===== src/csg_defines.vh =====
// Opcode fields, address limits and cycle codes for the compare-skip executor
`ifndef CSG_DEFINES_VH
`define CSG_DEFINES_VH
`define CSG_OPC_MSB 15
`define CSG_OPC_LSB 9
`define CSG_OPC_VAL 7'h32
`define CSG_ACC_BIT 8
`define CSG_ILO_MAX 8'h5F
`define CSG_PH_W 2
`define CSG_PH_Q4 2'h3
`define CSG_RST_BYTE 8'h00
`define CSG_ZERO_BYTE 8'h00
`define CSG_BYTE_W 8
`endif


===== src/csg_exec.v =====
// Decode and execution of the compare-and-skip-if-greater instruction
`include "csg_defines.vh"
module csg_exec (
  // Clock and reset
  input wire CLK,
  input wire RST_N,
  // Phase and fetch stream
  input wire [1:0] PHASE,
  input wire [15:0] INSTR,
  input wire INSTR_VALID,
  input wire NEXT_TWO_WORD,
  input wire EXT_SET_EN,
  // Operands
  input wire [7:0] MEM_BYTE,
  input wire [7:0] WORK_REG,
  // Decode outputs
  output reg HIT,
  output reg [7:0] ADDR,
  output reg ACCESS_BANK,
  output reg BANK_SELECT_USE,
  output reg INDEXED_MODE,
  output reg SKIP,
  output reg NOP_CYCLE,
  output reg FLAGS_WE,
  output reg MEM_WE,
  output reg WORK_WE
);

  // One-hot sequencer states
  localparam ST_RUN = 3'b001;
  localparam ST_NOP1 = 3'b010;
  localparam ST_NOP2 = 3'b100;

  reg [2:0] state_q;
  reg [2:0] state_d;
  reg hit_q;
  reg hit_d;
  reg [7:0] addr_q;
  reg [7:0] addr_d;
  reg acc_q;
  reg acc_d;
  reg bsel_q;
  reg bsel_d;
  reg ilo_q;
  reg ilo_d;
  reg skip_q;
  reg skip_d;
  reg nop_q;
  reg nop_d;
  reg flags_we_q;
  reg mem_we_q;
  reg work_we_q;
  wire is_cmp;
  wire greater;
  wire end_cycle;
  wire [`CSG_BYTE_W:0] borrow;
  wire [`CSG_BYTE_W-1:0] diff;

  // Opcode match on the top seven bits
  function match_op;
    input [15:0] w;
    begin
      match_op = (w[`CSG_OPC_MSB:`CSG_OPC_LSB] == `CSG_OPC_VAL);
    end
  endfunction

  // Access flag clear selects the access bank; shared by three decoders
  function access_clear;
    input [15:0] w;
    begin
      access_clear = !w[`CSG_ACC_BIT];
    end
  endfunction

  // Literal offset window covers only the low part of the access bank
  function in_ilo_window;
    input [7:0] f;
    begin
      in_ilo_window = (f <= `CSG_ILO_MAX);
    end
  endfunction

  assign end_cycle = (PHASE == `CSG_PH_Q4);
  assign is_cmp = INSTR_VALID && (state_q == ST_RUN) && match_op(INSTR);

  // Ripple-borrow subtractor; only borrow out and zero test are used
  assign borrow[0] = 1'b0;
  genvar gi;
  generate
    for (gi = 0; gi < `CSG_BYTE_W; gi = gi + 1) begin : g_sub
      assign diff[gi] = MEM_BYTE[gi] ^ WORK_REG[gi] ^ borrow[gi];
      assign borrow[gi + 1] = (!MEM_BYTE[gi] && WORK_REG[gi]) || (!(MEM_BYTE[gi] ^ WORK_REG[gi]) && borrow[gi]);
    end
  endgenerate

  // Strictly greater: no borrow out and a non-zero difference
  assign greater = !borrow[`CSG_BYTE_W] && (diff != `CSG_ZERO_BYTE);

  always @* begin
    state_d = state_q;
    case (state_q)
      ST_RUN: begin
        if (is_cmp && end_cycle && greater) begin
          state_d = ST_NOP1;
        end
      end
      ST_NOP1: begin
        if (end_cycle) begin
          state_d = NEXT_TWO_WORD ? ST_NOP2 : ST_RUN;
        end
      end
      ST_NOP2: begin
        if (end_cycle) begin
          state_d = ST_RUN;
        end
      end
      default: begin
        state_d = ST_RUN;
      end
    endcase
  end

  always @* begin
    hit_d = is_cmp;
    addr_d = is_cmp ? INSTR[7:0] : `CSG_RST_BYTE;
    acc_d = is_cmp && access_clear(INSTR);
    bsel_d = is_cmp && !access_clear(INSTR);
    // Low addresses remap to indexed literal offset only in extended mode
    ilo_d = is_cmp && access_clear(INSTR) && EXT_SET_EN && in_ilo_window(INSTR[7:0]);
    skip_d = is_cmp && end_cycle && greater;
    // Follows state_d so flag and sequencer move on one edge
    nop_d = (state_d != ST_RUN);
  end

  always @(posedge CLK or negedge RST_N) begin
    if (!RST_N) begin
      state_q <= ST_RUN;
    end else begin
      state_q <= state_d;
    end
  end

  always @(posedge CLK or negedge RST_N) begin
    if (!RST_N) begin
      hit_q <= 1'b0;
    end else begin
      hit_q <= hit_d;
    end
  end

  always @(posedge CLK or negedge RST_N) begin
    if (!RST_N) begin
      addr_q <= `CSG_RST_BYTE;
    end else begin
      addr_q <= addr_d;
    end
  end

  always @(posedge CLK or negedge RST_N) begin
    if (!RST_N) begin
      acc_q <= 1'b0;
    end else begin
      acc_q <= acc_d;
    end
  end

  always @(posedge CLK or negedge RST_N) begin
    if (!RST_N) begin
      bsel_q <= 1'b0;
    end else begin
      bsel_q <= bsel_d;
    end
  end

  always @(posedge CLK or negedge RST_N) begin
    if (!RST_N) begin
      ilo_q <= 1'b0;
    end else begin
      ilo_q <= ilo_d;
    end
  end

  always @(posedge CLK or negedge RST_N) begin
    if (!RST_N) begin
      skip_q <= 1'b0;
    end else begin
      skip_q <= skip_d;
    end
  end

  always @(posedge CLK or negedge RST_N) begin
    if (!RST_N) begin
      nop_q <= 1'b0;
    end else begin
      nop_q <= nop_d;
    end
  end

  // Compare only: strobes are flopped for clean ports but never raised
  always @(posedge CLK or negedge RST_N) begin
    if (!RST_N) begin
      flags_we_q <= 1'b0;
      mem_we_q <= 1'b0;
      work_we_q <= 1'b0;
    end else begin
      flags_we_q <= 1'b0;
      mem_we_q <= 1'b0;
      work_we_q <= 1'b0;
    end
  end

  // Ports mirror the flops with no logic between
  always @* begin
    HIT = hit_q;
    ADDR = addr_q;
    ACCESS_BANK = acc_q;
    BANK_SELECT_USE = bsel_q;
    INDEXED_MODE = ilo_q;
    SKIP = skip_q;
    NOP_CYCLE = nop_q;
    FLAGS_WE = flags_we_q;
    MEM_WE = mem_we_q;
    WORK_WE = work_we_q;
  end

endmodule // csg_exec


===== config.mk =====
export PLATFORM = sky130hd
export DESIGN_NAME = csg_exec
export DESIGN_NICKNAME = d
export VERILOG_FILES = /design/src/csg_exec.v
export VERILOG_INCLUDE_DIRS = /design/src /design/src/src
export SDC_FILE = /design/constraint.sdc
export NUM_CORES = 1
export LEC_CHECK = 0
export ABC_CLOCK_PERIOD_IN_PS = 2100
export BUFFER_PORTS_ARGS = -buffer_cell sky130_fd_sc_hd__buf_2
export CORE_MARGIN = 1.5
export CORE_UTILIZATION = 25
export CTS_CLUSTER_DIAMETER = 60
export DETAILED_ROUTE_END_ITERATION = 7
export MAX_ROUTING_LAYER = met4
export SETUP_SLACK_MARGIN = 0.5
export SLEW_MARGIN = 20
export SYNTH_ARGS = -nofsm -noshare
export SYNTH_HDL_FRONTEND = slang
export SYNTH_SLANG_ARGS = --single-unit

===== constraint.sdc =====
create_clock -name CLK -period 2.1 [get_ports CLK]
set_input_delay 0.105 -clock CLK [delete_from_list [all_inputs] [get_ports CLK]]
set_output_delay 0.105 -clock CLK [all_outputs]
set_load 0.1 [all_outputs]

======== Yosys cells after proc, flatten, opt, wreduce, memory -nomap -nowiden ========
Index checks and enable logic that the tools add are counted.
word-level totals
  memories kept ........................... 0
  output and inout bits ................... 17
  register bits ........................... 17
  word-level logic and storage cells ...... 85
  memory bits (writable) .................. 0
  memory bits (read-only) ................. 0
  bits in latches ......................... 0
cells by class
  magnitude comparators ................... 1
  equal/unequal tests ..................... 6
  divide/modulo/power cells ............... 0
  $add $sub $neg .......................... 0
  muxes and demuxes ....................... 6
  shift-type cells ........................ 0
  reductions and logical operators ........ 49
  $mul .................................... 0
  bitwise logic cells ..................... 15
operators with widths
  cell                number
  $logic_and 1x1->1   24
  $logic_not 1->1     17
  $xor 1x1->1         15
  $mux 3              4
  $pmux 3 s3          1
  $le 8x7->1 const B  1
  $mux 8              1
  $reduce_bool 8->1   1
  $eq 7x6->1 const B  1
  $logic_or 1x1->1    7
  $eq 3x1->1 const B  1
  $eq 3x2->1 const B  1
  $eq 3x3->1 const B  1
  $ne 3x1->1 const B  1
  $eq 2x2->1 const B  1

======== Depth between registers and ports, before layout ========
Gate-level depths: netlist (run 1).
  word-level depth ........................ 22
  gate-level depth with buffers ........... 13

======== Worst setup path after synthesis (run 1) ========
Ideal clock, no wire load.
  path type ............................... input-to-reg
  start ................................... in MEM_BYTE[0]
  end ..................................... reg nop_q (netlist: NOP_CYCLE)
  setup slack ............................. -1.618 ns
  setup time .............................. 0.133 ns
  path buffers ............................ 0
  stages .................................. 13
  required time ........................... 1.967 ns
  data arrival time ....................... 3.584 ns
  cell sequence ........................... inv_1 -> ha_1 -> fa_1 -> fa_1 -> fa_1 -> fa_1 -> fa_1 -> fa_1 -> inv_1 -> fa_1 -> nand4b_1 -> o2111ai_1 -> o22ai_1
on the way
  longest elaborated chain between the ends .. 22
  elaborated cells on any way between the ends .. 31
  those cells by class .................... eq/ne (1); mux (2); bitwise (8); reduce/logical (20)
RTL lines
  what                                                      RTL line        source
  start: declaration                                        csg_exec.v:14   input wire [7:0] MEM_BYTE,
  branches (longest 17 deep; another with $logic_not 1->1)  --
  $logic_and 1x1->1 *                                       csg_exec.v:97   assign greater = !borrow[`CSG_BYTE_W] && (diff != `CSG_ZERO_BYTE);
  $logic_and 1x1->1 *                                       csg_exec.v:103  if (is_cmp && end_cycle && greater) begin
  $mux 3 *                                                  csg_exec.v:103
  $pmux 3 s3 *                                              csg_exec.v:101  case (state_q)
  $ne 3x1->1 *                                              csg_exec.v:132  nop_d = (state_d != ST_RUN);
  via nop_d                                                 csg_exec.v:49   reg nop_d;
  end signal: assignment                                    csg_exec.v:195  nop_q <= nop_d;
  end: declaration                                          csg_exec.v:48   reg nop_q;
Mark *: on every way through the listed nets, which the timed path passes.

======== Worst setup path in the final report (run 1) ========
Ends and elaborated chain as after synthesis.

==> results.py, run 1 <==
metrics = {
    "setup_path": {
        "crit_path_max_incr_delay_ns": 0.39,
        "arrival_ns": 3.46,
        "crit_required_ns": 2.27,
        "crit_chain": "buf_8 > inv_12 > ha_4 > fa_2 > fa_2 > fa_2 > fa_2 > fa_2 > fa_2 > inv_2 > fa_1 > nand4b_1 > o2111ai_2 > o22ai_1",
        "path_class": "in -> reg",
        "start_kind": "input port",
        "end_kind": "flop",
        "path_max_fanout": 4,
        "critical_path.top_delay_family": "adder cells",
        "path_buf_inv": 3,
        "crit_slowest_cell": "fa_1",
        "crit_path_frequent_cell": "fa_2",
    },
    "flow_run": {
        "cap_violations": 0,
    },
    "layout": {
        "final_cell_area_um2": 1340,
        "insertedDiodeCount": 0,
        "drive_gt1_frac": 0.553,
        "finalCoreUtilization": 0.398,
        "area_growth_pct": 51.2,
        "instances_no_fill": 178,
        "nets": 180,
    },
    "floorplanning": {
        "start_util": 0.263,
        "fp-row-count": 21,
        "ioPinCount": 56,
        "fp.dieW_um": 62.5,
        "core_um2": 3360,
        "die_area_um2": 3900,
        "die_h_um": 62.5,
    },
    "worst_hold_path": {
        "min_path_type": "in -> reg",
    },
    "synth": {
        "synth.distinct_cells": 26,
        "synth-main-ff-cell": "dfrtp_1",
        "synth_seq_area_share": 0.482,
        "ys_seq_elements": 17,
        "syn_avg_cell_area_um2": 12.5,
        "yosysWarnings": 0,
        "synth_edf_count": 0,
        "synthesis.area_um2": 885,
        "async_flop_share": 1.00,
        "netlist_instances": 71,
    },
    "power_and_ir_drop": {
        "power.total_mw": 0.639,
        "leakage_nw": 0.697,
        "p_per_area_nw_per_um2": 478,
        "vdd_ir_drop_max_mv": 0.158,
    },
    "route": {
        "routedWlPerCell_um": 10.2,
        "totalWireLength_um": 1810,
        "drc_errors": 0,
        "vias_per_cell": 3.98,
        "ant_nets": 0,
        "drt_first_pass_iters": 4,
        "num_vias": 708,
        "drtIter0Drc": 16,
    },
    "timing": {
        "layout_setup_ws_ns": -1.19,
        "fmax_ghz": 0.304,
        "fin_worst_skew_ns": 0.00154,
        "finalSetupViolCount": 4,
        "finalMaxSlewViolations": 0,
        "hold_viol_final": 0,
        "finalCriticalPeriod_ns": 3.29,
        "rsz0062_at_grt": "true",
        "hold_slack_ns": 0.0160,
        "finalCritPeriodShare": 1.57,
    },
    "clock_network": {
        "cts_max_path_buffers": 2,
        "clkSinkCount": 17,
        "clockRootBuffer": "clkbuf_4",
        "htreeDepth": 1,
        "cts_tree": "done",
        "cts_setup_buffers": 0,
        "clk_latency_ns": 0.29,
        "clk_pin_slew_worst_paths_ns": 0.09,
        "numCtsBuffers": 3,
    },
    "placed_design": {
        "place_congestion": 0.780,
        "place_area_um2": 1230,
        "dp_cells": 168,
        "hpwl_um": 1480,
        "io_buffer_count": 52,
    },
    "global_routing": {
        "grt_util_met2": 0.185,
        "grt_max_degree": 18,
        "grt-ovfl-total": 0,
        "grt_use_met1": 0.113,
        "grt_usage": 0.106,
        "antenna_found_initial": 0,
        "grt.met3_usage": 0.0234,
        "busiest_layer": "met2",
        "grt_pass1_vias": 731,
        "grt_pass1_wl_um": 3170,
    },
    "status": {
        "status": "complete, but fails checks",
        "violations": "setup timing",
    },
}
==> cells in the final DEF, fill, tap and decap left out, types with 2 or more instances in the layout <==
cell	instances
and2_1	9
buf_2	50
clkbuf_4	3
conb_1	3
dfrtp_1	16
dlygate4sd3_1	6
fa_2	6
inv_1	7
inv_2	2
nand2_1	3
nand4_1	2
nor2_1	2
nor2b_1	2
o22ai_1	2
==> path summary, 6_finish.rpt <==
path / start / end / slack (ns) / cells after the start
min in group asynchronous: RST_N / HIT / 0.26 / 2
setup reg to reg: state_q[0] / ADDR[2] / 0.76 / 4
hold reg to reg: state_q[0] / state_q[2] / 0.54 / 1
setup / recovery: MEM_BYTE[0] / NOP_CYCLE / -1.19 / 14
max in group asynchronous: RST_N / state_q[0] / 1.54 / 2
hold / removal: INSTR[4] / ADDR[4] / 0.02 / 2
==> where the power goes <==
| group | leakage, nW | total [mW] | internal [mW] | switching [mW] |
|---|---|---|---|---|
| sequential | 0.234 | 0.328 | 0.328 | 0.000131 |
| combinational | 0.445 | 0.142 | 0.0640 | 0.0779 |
| clock | 0.0177 | 0.169 | 0.0709 | 0.0986 |
| total | 0.697 | 0.639 | 0.463 | 0.177 |
==> kinds of logic after synthesis <==
logic type | synth area share
DFF | 0.482
other | 0.00424
and+or+nand+nor | 0.192
buffers and inverters | 0.0679
AOI/OAI and AO/OA | 0.0806
adders and majority gates | 0.173
==> metal layers <==
| metal | wire length (um) | up-vias |
|---|---|---|
| li1 | - | 349 |
| met1 | 677 | 333 |
| met2 | 1010 | 21 |
| met3 | 86 | 5 |
| met4 | 36 | 0 |
| met5 | 0 | - |
==> cell type report <==
cell class / count / area [um^2]
Clock inverter: 1 / 5.00
Sequential cell: 17 / 427
Timing Repair Buffer: 58 / 337
Inverter: 10 / 50.0
Multi-Input combinational cell: 43 / 439
Tap cell: 46 / 57.6
Fill cell: 350 / 2030
Clock buffer: 3 / 22.5
==> sequential cells by signal, summed over array words and instances (netlist names) <==
signal	count
ADDR	8
state_q	3
ACCESS_BANK	1
BANK_SELECT_USE	1
HIT	1
INDEXED_MODE	1
NOP_CYCLE	1
SKIP	1
==> through the flow <==
| step | setup TNS (ns) | setup slack, ns |
|---|---|---|
| after floorplan | -4.97 | -1.26 |
| after CTS | -4.77 | -1.21 |
| after detailed placement | -6.34 | -1.61 |
| final | -4.70 | -1.19 |
| after global routing | -5.02 | -1.27 |
| after global placement | -5.97 | -1.51 |
==> cells in the mapped netlist, types with 2 or more instances <==
| master | instances | area, um^2 |
|---|---|---|
| dfrtp_1 | 16 | 400 |
| inv_1 | 9 | 33.8 |
| and2_1 | 9 | 56.3 |
| buf_4 | 3 | 22.5 |
| nand2_1 | 3 | 11.3 |
| nor2_1 | 2 | 7.51 |
| o22ai_1 | 2 | 12.5 |
| fa_1 | 7 | 140 |
| nor2b_1 | 2 | 12.5 |
| nand4_1 | 2 | 12.5 |
==> timing repair <==
item	CTS	global route
pin swaps	4	2
gates resized for setup	3	1
setup endpoints to repair	4	4
hold endpoints to repair	16	4
hold buffers	1	5
(Power assumes the default switching activity.)
==> run 2, diff against run 1 <==
Settings changed: ABC_CLOCK_PERIOD_IN_PS 2100 to 2800, MAX_ROUTING_LAYER met4 to unset.
Clock period 2.1 ns to 2.8 ns, I/O delays scaled along.
==> results.py, run 2 (synthesized netlist as in run 1, its figures left out) <==
metrics = {
    "global_routing": {
        "grt_usage": 0.0963,
        "antenna_found_initial": 0,
        "grt_pass1_vias": 709,
        "grt_max_degree": 18,
        "grt_pass1_wl_um": 3020,
        "grt-ovfl-total": 0,
    },
    "floorplanning": {
        "fp-row-count": 21,
        "core_um2": 3360,
        "ioPinCount": 56,
        "start_util": 0.263,
        "fp.dieW_um": 62.5,
        "die_area_um2": 3900,
        "die_h_um": 62.5,
    },
    "setup_path": {
        "critical_path.top_delay_family": "adder cells",
        "crit_path_max_incr_delay_ns": 0.39,
        "arrival_ns": 3.49,
        "start_kind": "input port",
        "path_class": "in -> reg",
        "path_max_fanout": 4,
        "crit_path_frequent_cell": "fa_2",
        "crit_slowest_cell": "fa_1",
        "crit_chain": "buf_8 > inv_12 > ha_4 > fa_2 > fa_2 > fa_2 > fa_2 > fa_2 > fa_2 > inv_2 > fa_1 > nand4b_1 > o2111ai_2 > o22ai_1",
        "end_kind": "flop",
        "path_buf_inv": 3,
        "crit_required_ns": 2.96,
    },
    "timing": {
        "finalCritPeriodShare": 1.19,
        "rsz0062_at_grt": "true",
        "hold_viol_final": 0,
        "fin_worst_skew_ns": 0.00750,
        "fmax_ghz": 0.300,
        "finalMaxSlewViolations": 0,
        "layout_setup_ws_ns": -0.532,
        "finalCriticalPeriod_ns": 3.33,
        "hold_slack_ns": 0.0562,
        "finalSetupViolCount": 4,
    },
    "clock_network": {
        "numCtsBuffers": 3,
        "cts_tree": "done",
        "cts_max_path_buffers": 2,
        "clk_latency_ns": 0.28,
        "clockRootBuffer": "clkbuf_4",
        "clk_pin_slew_worst_paths_ns": 0.09,
        "htreeDepth": 1,
        "clkSinkCount": 17,
    },
    "route": {
        "drtIter0Drc": 14,
        "vias_per_cell": 3.91,
        "drc_errors": 0,
        "ant_nets": 0,
        "drt_first_pass_iters": 2,
        "totalWireLength_um": 1670,
        "num_vias": 677,
        "routedWlPerCell_um": 9.68,
    },
    "status": {
        "status": "complete, but fails checks",
        "violations": "setup timing",
    },
    "placed_design": {
        "pre_cts_ws_ns": -0.939,
        "place_area_um2": 1230,
        "io_buffer_count": 52,
        "hpwl_um": 1450,
        "place_congestion": 0.770,
    },
    "power_and_ir_drop": {
        "p_per_area_nw_per_um2": 366,
        "vdd_ir_drop_max_mv": 0.103,
        "power.total_mw": 0.470,
        "leakage_nw": 0.673,
    },
    "worst_hold_path": {
        "min_path_type": "in -> reg",
    },
    "layout": {
        "n_fill_cell": 359,
        "largest_reg_flops": 8,
        "area_growth_pct": 45.4,
        "drive_gt1_frac": 0.567,
        "finalCoreUtilization": 0.382,
        "nets": 175,
        "mostFrequentLayoutCell": "buf_2",
        "final_cell_area_um2": 1290,
        "insertedDiodeCount": 0,
        "mostFrequentLayoutCells": "50 x buf_2, 16 x dfrtp_1, 9 x and2_1",
    },
    "flow_run": {
        "cap_violations": 0,
    },
}
[run 2: cell types whose count changed in the layout (fill, tap and decap cells not counted)]
cell           before  now
clkbuf_1            0    1
dlygate4sd3_1       6    1
clkinv_2            1    0
[run 2: layer usage]
layer,up-vias,track usage,part of all wire
met5,-,0,0
met4,0,0.0417,0.0084
met3,2,0.0198,0.051
met2,18,0.167,0.54
met1,318,0.115,0.40
li1,339,-,-
[run 2: final timing paths]
path	from	to	slack [ns]	cells after the start
setup / recovery	MEM_BYTE[0]	state_q[1]	-0.53	14
hold / removal	INSTR[0]	ADDR[0]	0.06	2
setup reg to reg	state_q[0]	INDEXED_MODE	1.45	3
hold reg to reg	state_q[0]	state_q[2]	0.54	1
max in group asynchronous	RST_N	state_q[0]	2.19	2
min in group asynchronous	RST_N	HIT	0.29	2
[run 2: timing repair]
item | in CTS | in global routing
endpoints found under the setup margin | 4 | 4
buffers inserted | 0 | 0
pin swaps | 4 | 1
resized for setup | 3 | 1
hold buffers | 1 | 0
endpoints found under the hold margin | 16 | 0
[run 2: where the power goes]
group | leakage, nW | internal (mW) | switching, mW
clock network | 0.0150 | 0.0552 | 0.0683
logic | 0.424 | 0.0437 | 0.0574
registers | 0.234 | 0.246 | 0.0000855
[run 2: final cells by class]
type                    instances  area [um^2]  share of cell area
clock buffers                   4         26.3              0.0204
inverters                      10         50.0              0.0389
multi-input cells              43          439               0.341
flip-flops and latches         17          427               0.332
well taps                      46         57.6              0.0447
repair buffers                 53          287               0.223
[run 2: stage by stage]
stage          TNS [ns]  instances
3_5_place_dp      -3.65        168
2_1_floorplan     -2.31         73
3_3_place_gp      -3.31        168
6_report          -2.06        173
4_1_cts           -2.11        173
5_1_grt           -2.42        173
==> run 3, diff against run 2 <==
Settings changed: ABC_CLOCK_PERIOD_IN_PS 2800 to 3390.
Clock period 2.8 ns to 3.39 ns, I/O delays scaled along.
==> results.py, run 3 (synthesized netlist as in run 1, its figures left out) <==
metrics = {
    "layout": {
        "insertedDiodeCount": 0,
        "instances_no_fill": 173,
        "drive_gt1_frac": 0.567,
        "mostFrequentLayoutCell": "buf_2",
        "area_growth_pct": 45.4,
        "largest_reg_flops": 8,
        "nets": 175,
        "mostFrequentLayoutCells": "50 x buf_2, 16 x dfrtp_1, 9 x and2_1",
        "n_fill_cell": 360,
        "finalCoreUtilization": 0.382,
    },
    "floorplanning": {
        "die_h_um": 62.5,
        "fp-row-count": 21,
        "core_um2": 3360,
        "die_area_um2": 3900,
        "ioPinCount": 56,
        "fp.dieW_um": 62.5,
        "start_util": 0.263,
    },
    "clock_network": {
        "clkSinkCount": 17,
        "cts_tree": "done",
        "cts_max_path_buffers": 2,
        "clockRootBuffer": "clkbuf_4",
        "clk_pin_slew_worst_paths_ns": 0.09,
        "htreeDepth": 1,
        "numCtsBuffers": 3,
        "clk_latency_ns": 0.28,
    },
    "placed_design": {
        "pre_cts_ws_ns": -0.350,
        "place_congestion": 0.769,
        "dp_cells": 168,
        "io_buffer_count": 52,
        "hpwl_um": 1460,
    },
    "setup_path": {
        "end_kind": "flop",
        "path_class": "in -> reg",
        "crit_path_max_incr_delay_ns": 0.39,
        "critical_path.top_delay_family": "adder cells",
        "start_kind": "input port",
        "r2r_slack_ns": 2.06,
        "crit_chain": "buf_8 > inv_12 > ha_4 > fa_2 > fa_2 > fa_2 > fa_2 > fa_2 > fa_2 > inv_2 > fa_1 > nand4b_1 > o2111ai_2 > o22ai_1",
        "path_buf_inv": 3,
        "path_max_fanout": 4,
        "arrival_ns": 3.49,
        "crit_path_frequent_cell": "fa_2",
        "crit_slowest_cell": "fa_1",
        "crit_required_ns": 3.55,
    },
    "route": {
        "ant_nets": 0,
        "routedWlPerCell_um": 9.89,
        "vias_per_cell": 3.92,
        "num_vias": 678,
        "drc_errors": 0,
        "totalWireLength_um": 1710,
        "drt_first_pass_iters": 2,
        "drtIter0Drc": 22,
    },
    "global_routing": {
        "antenna_found_initial": 0,
        "grt_pass1_wl_um": 3050,
        "grt_usage": 0.0959,
        "grt-ovfl-total": 0,
        "grt_max_degree": 18,
        "grt_pass1_vias": 739,
    },
    "power_and_ir_drop": {
        "leakage_nw": 0.673,
        "vdd_ir_drop_max_mv": 0.0850,
        "power.total_mw": 0.387,
        "p_per_area_nw_per_um2": 301,
    },
    "timing": {
        "finalMaxSlewViolations": 0,
        "fin_worst_skew_ns": 0.00605,
        "layout_setup_ws_ns": 0.0585,
        "fmax_ghz": 0.300,
        "hold_viol_final": 0,
        "rsz0062_at_grt": "true",
        "finalSetupViolCount": 0,
        "setup_tns_ns": 0,
        "finalCritPeriodShare": 0.983,
        "finalCriticalPeriod_ns": 3.33,
    },
    "worst_hold_path": {
        "min_path_type": "in -> reg",
    },
    "status": {
        "status": "finished, final reports clean",
    },
    "flow_run": {
        "cap_violations": 0,
    },
}
run 3: worst reg2reg max path: cells and delay by family, from the launching register on:
kind             cells  cell delay, ns
flip-flops           1            0.57
AO/OA/AOI/OAI        1            0.30
AND/OR/NAND/NOR      2            0.38
run 3: final timing paths:
check | startpoint | endpoint | cells past startpoint
min reg2reg | state_q[0] | state_q[2] | 1
max reg2reg | state_q[0] | INDEXED_MODE | 3
max | MEM_BYTE[0] | state_q[1] | 14
min in group asynchronous | RST_N | HIT | 2
min | INSTR[3] | ADDR[3] | 2
max in group asynchronous | RST_N | state_q[0] | 2
run 3: repair_timing:
action / CTS / global route
hold endpoints to repair: 16 / 0
gates resized for setup: 3 / 1
endpoints found under the setup margin: 4 / 4
buffers inserted: 0 / 0
hold buffers: 1 / 0
pin swaps: 4 / 2
run 3: final cells by class:
| class | count | area (um^2) | area share |
|---|---|---|---|
| timing repair buffer | 53 | 287 | 0.223 |
| multi-input combinational | 43 | 439 | 0.341 |
| inverter | 10 | 50.0 | 0.0389 |
| clock buffer | 4 | 26.3 | 0.0204 |
| sequential | 17 | 427 | 0.332 |
| tap | 46 | 57.6 | 0.0447 |
run 3: through the flow:
step	instance area, um^2	hold WS (ns)
6_report	1290	0.0858
5_1_grt	1290	0.0660
3_5_place_dp	1230	0.104
3_3_place_gp	1230	0.0987
2_1_floorplan	938	-0.126
4_1_cts	1280	0.0750
run 3: power breakdown:
part	internal, mW	switching, mW
combinational	0.0359	0.0474
clock	0.0456	0.0553
sequential	0.203	0.0000720
total	0.284	0.103
run 3: routing by layer:
layer  part of all wire  up-vias  global-route usage
met5                  0        -                   0
met3              0.039        2              0.0144
met4             0.0076        0              0.0417
met1               0.42      321               0.111
met2               0.53       18               0.175
li1                   -      337                   -
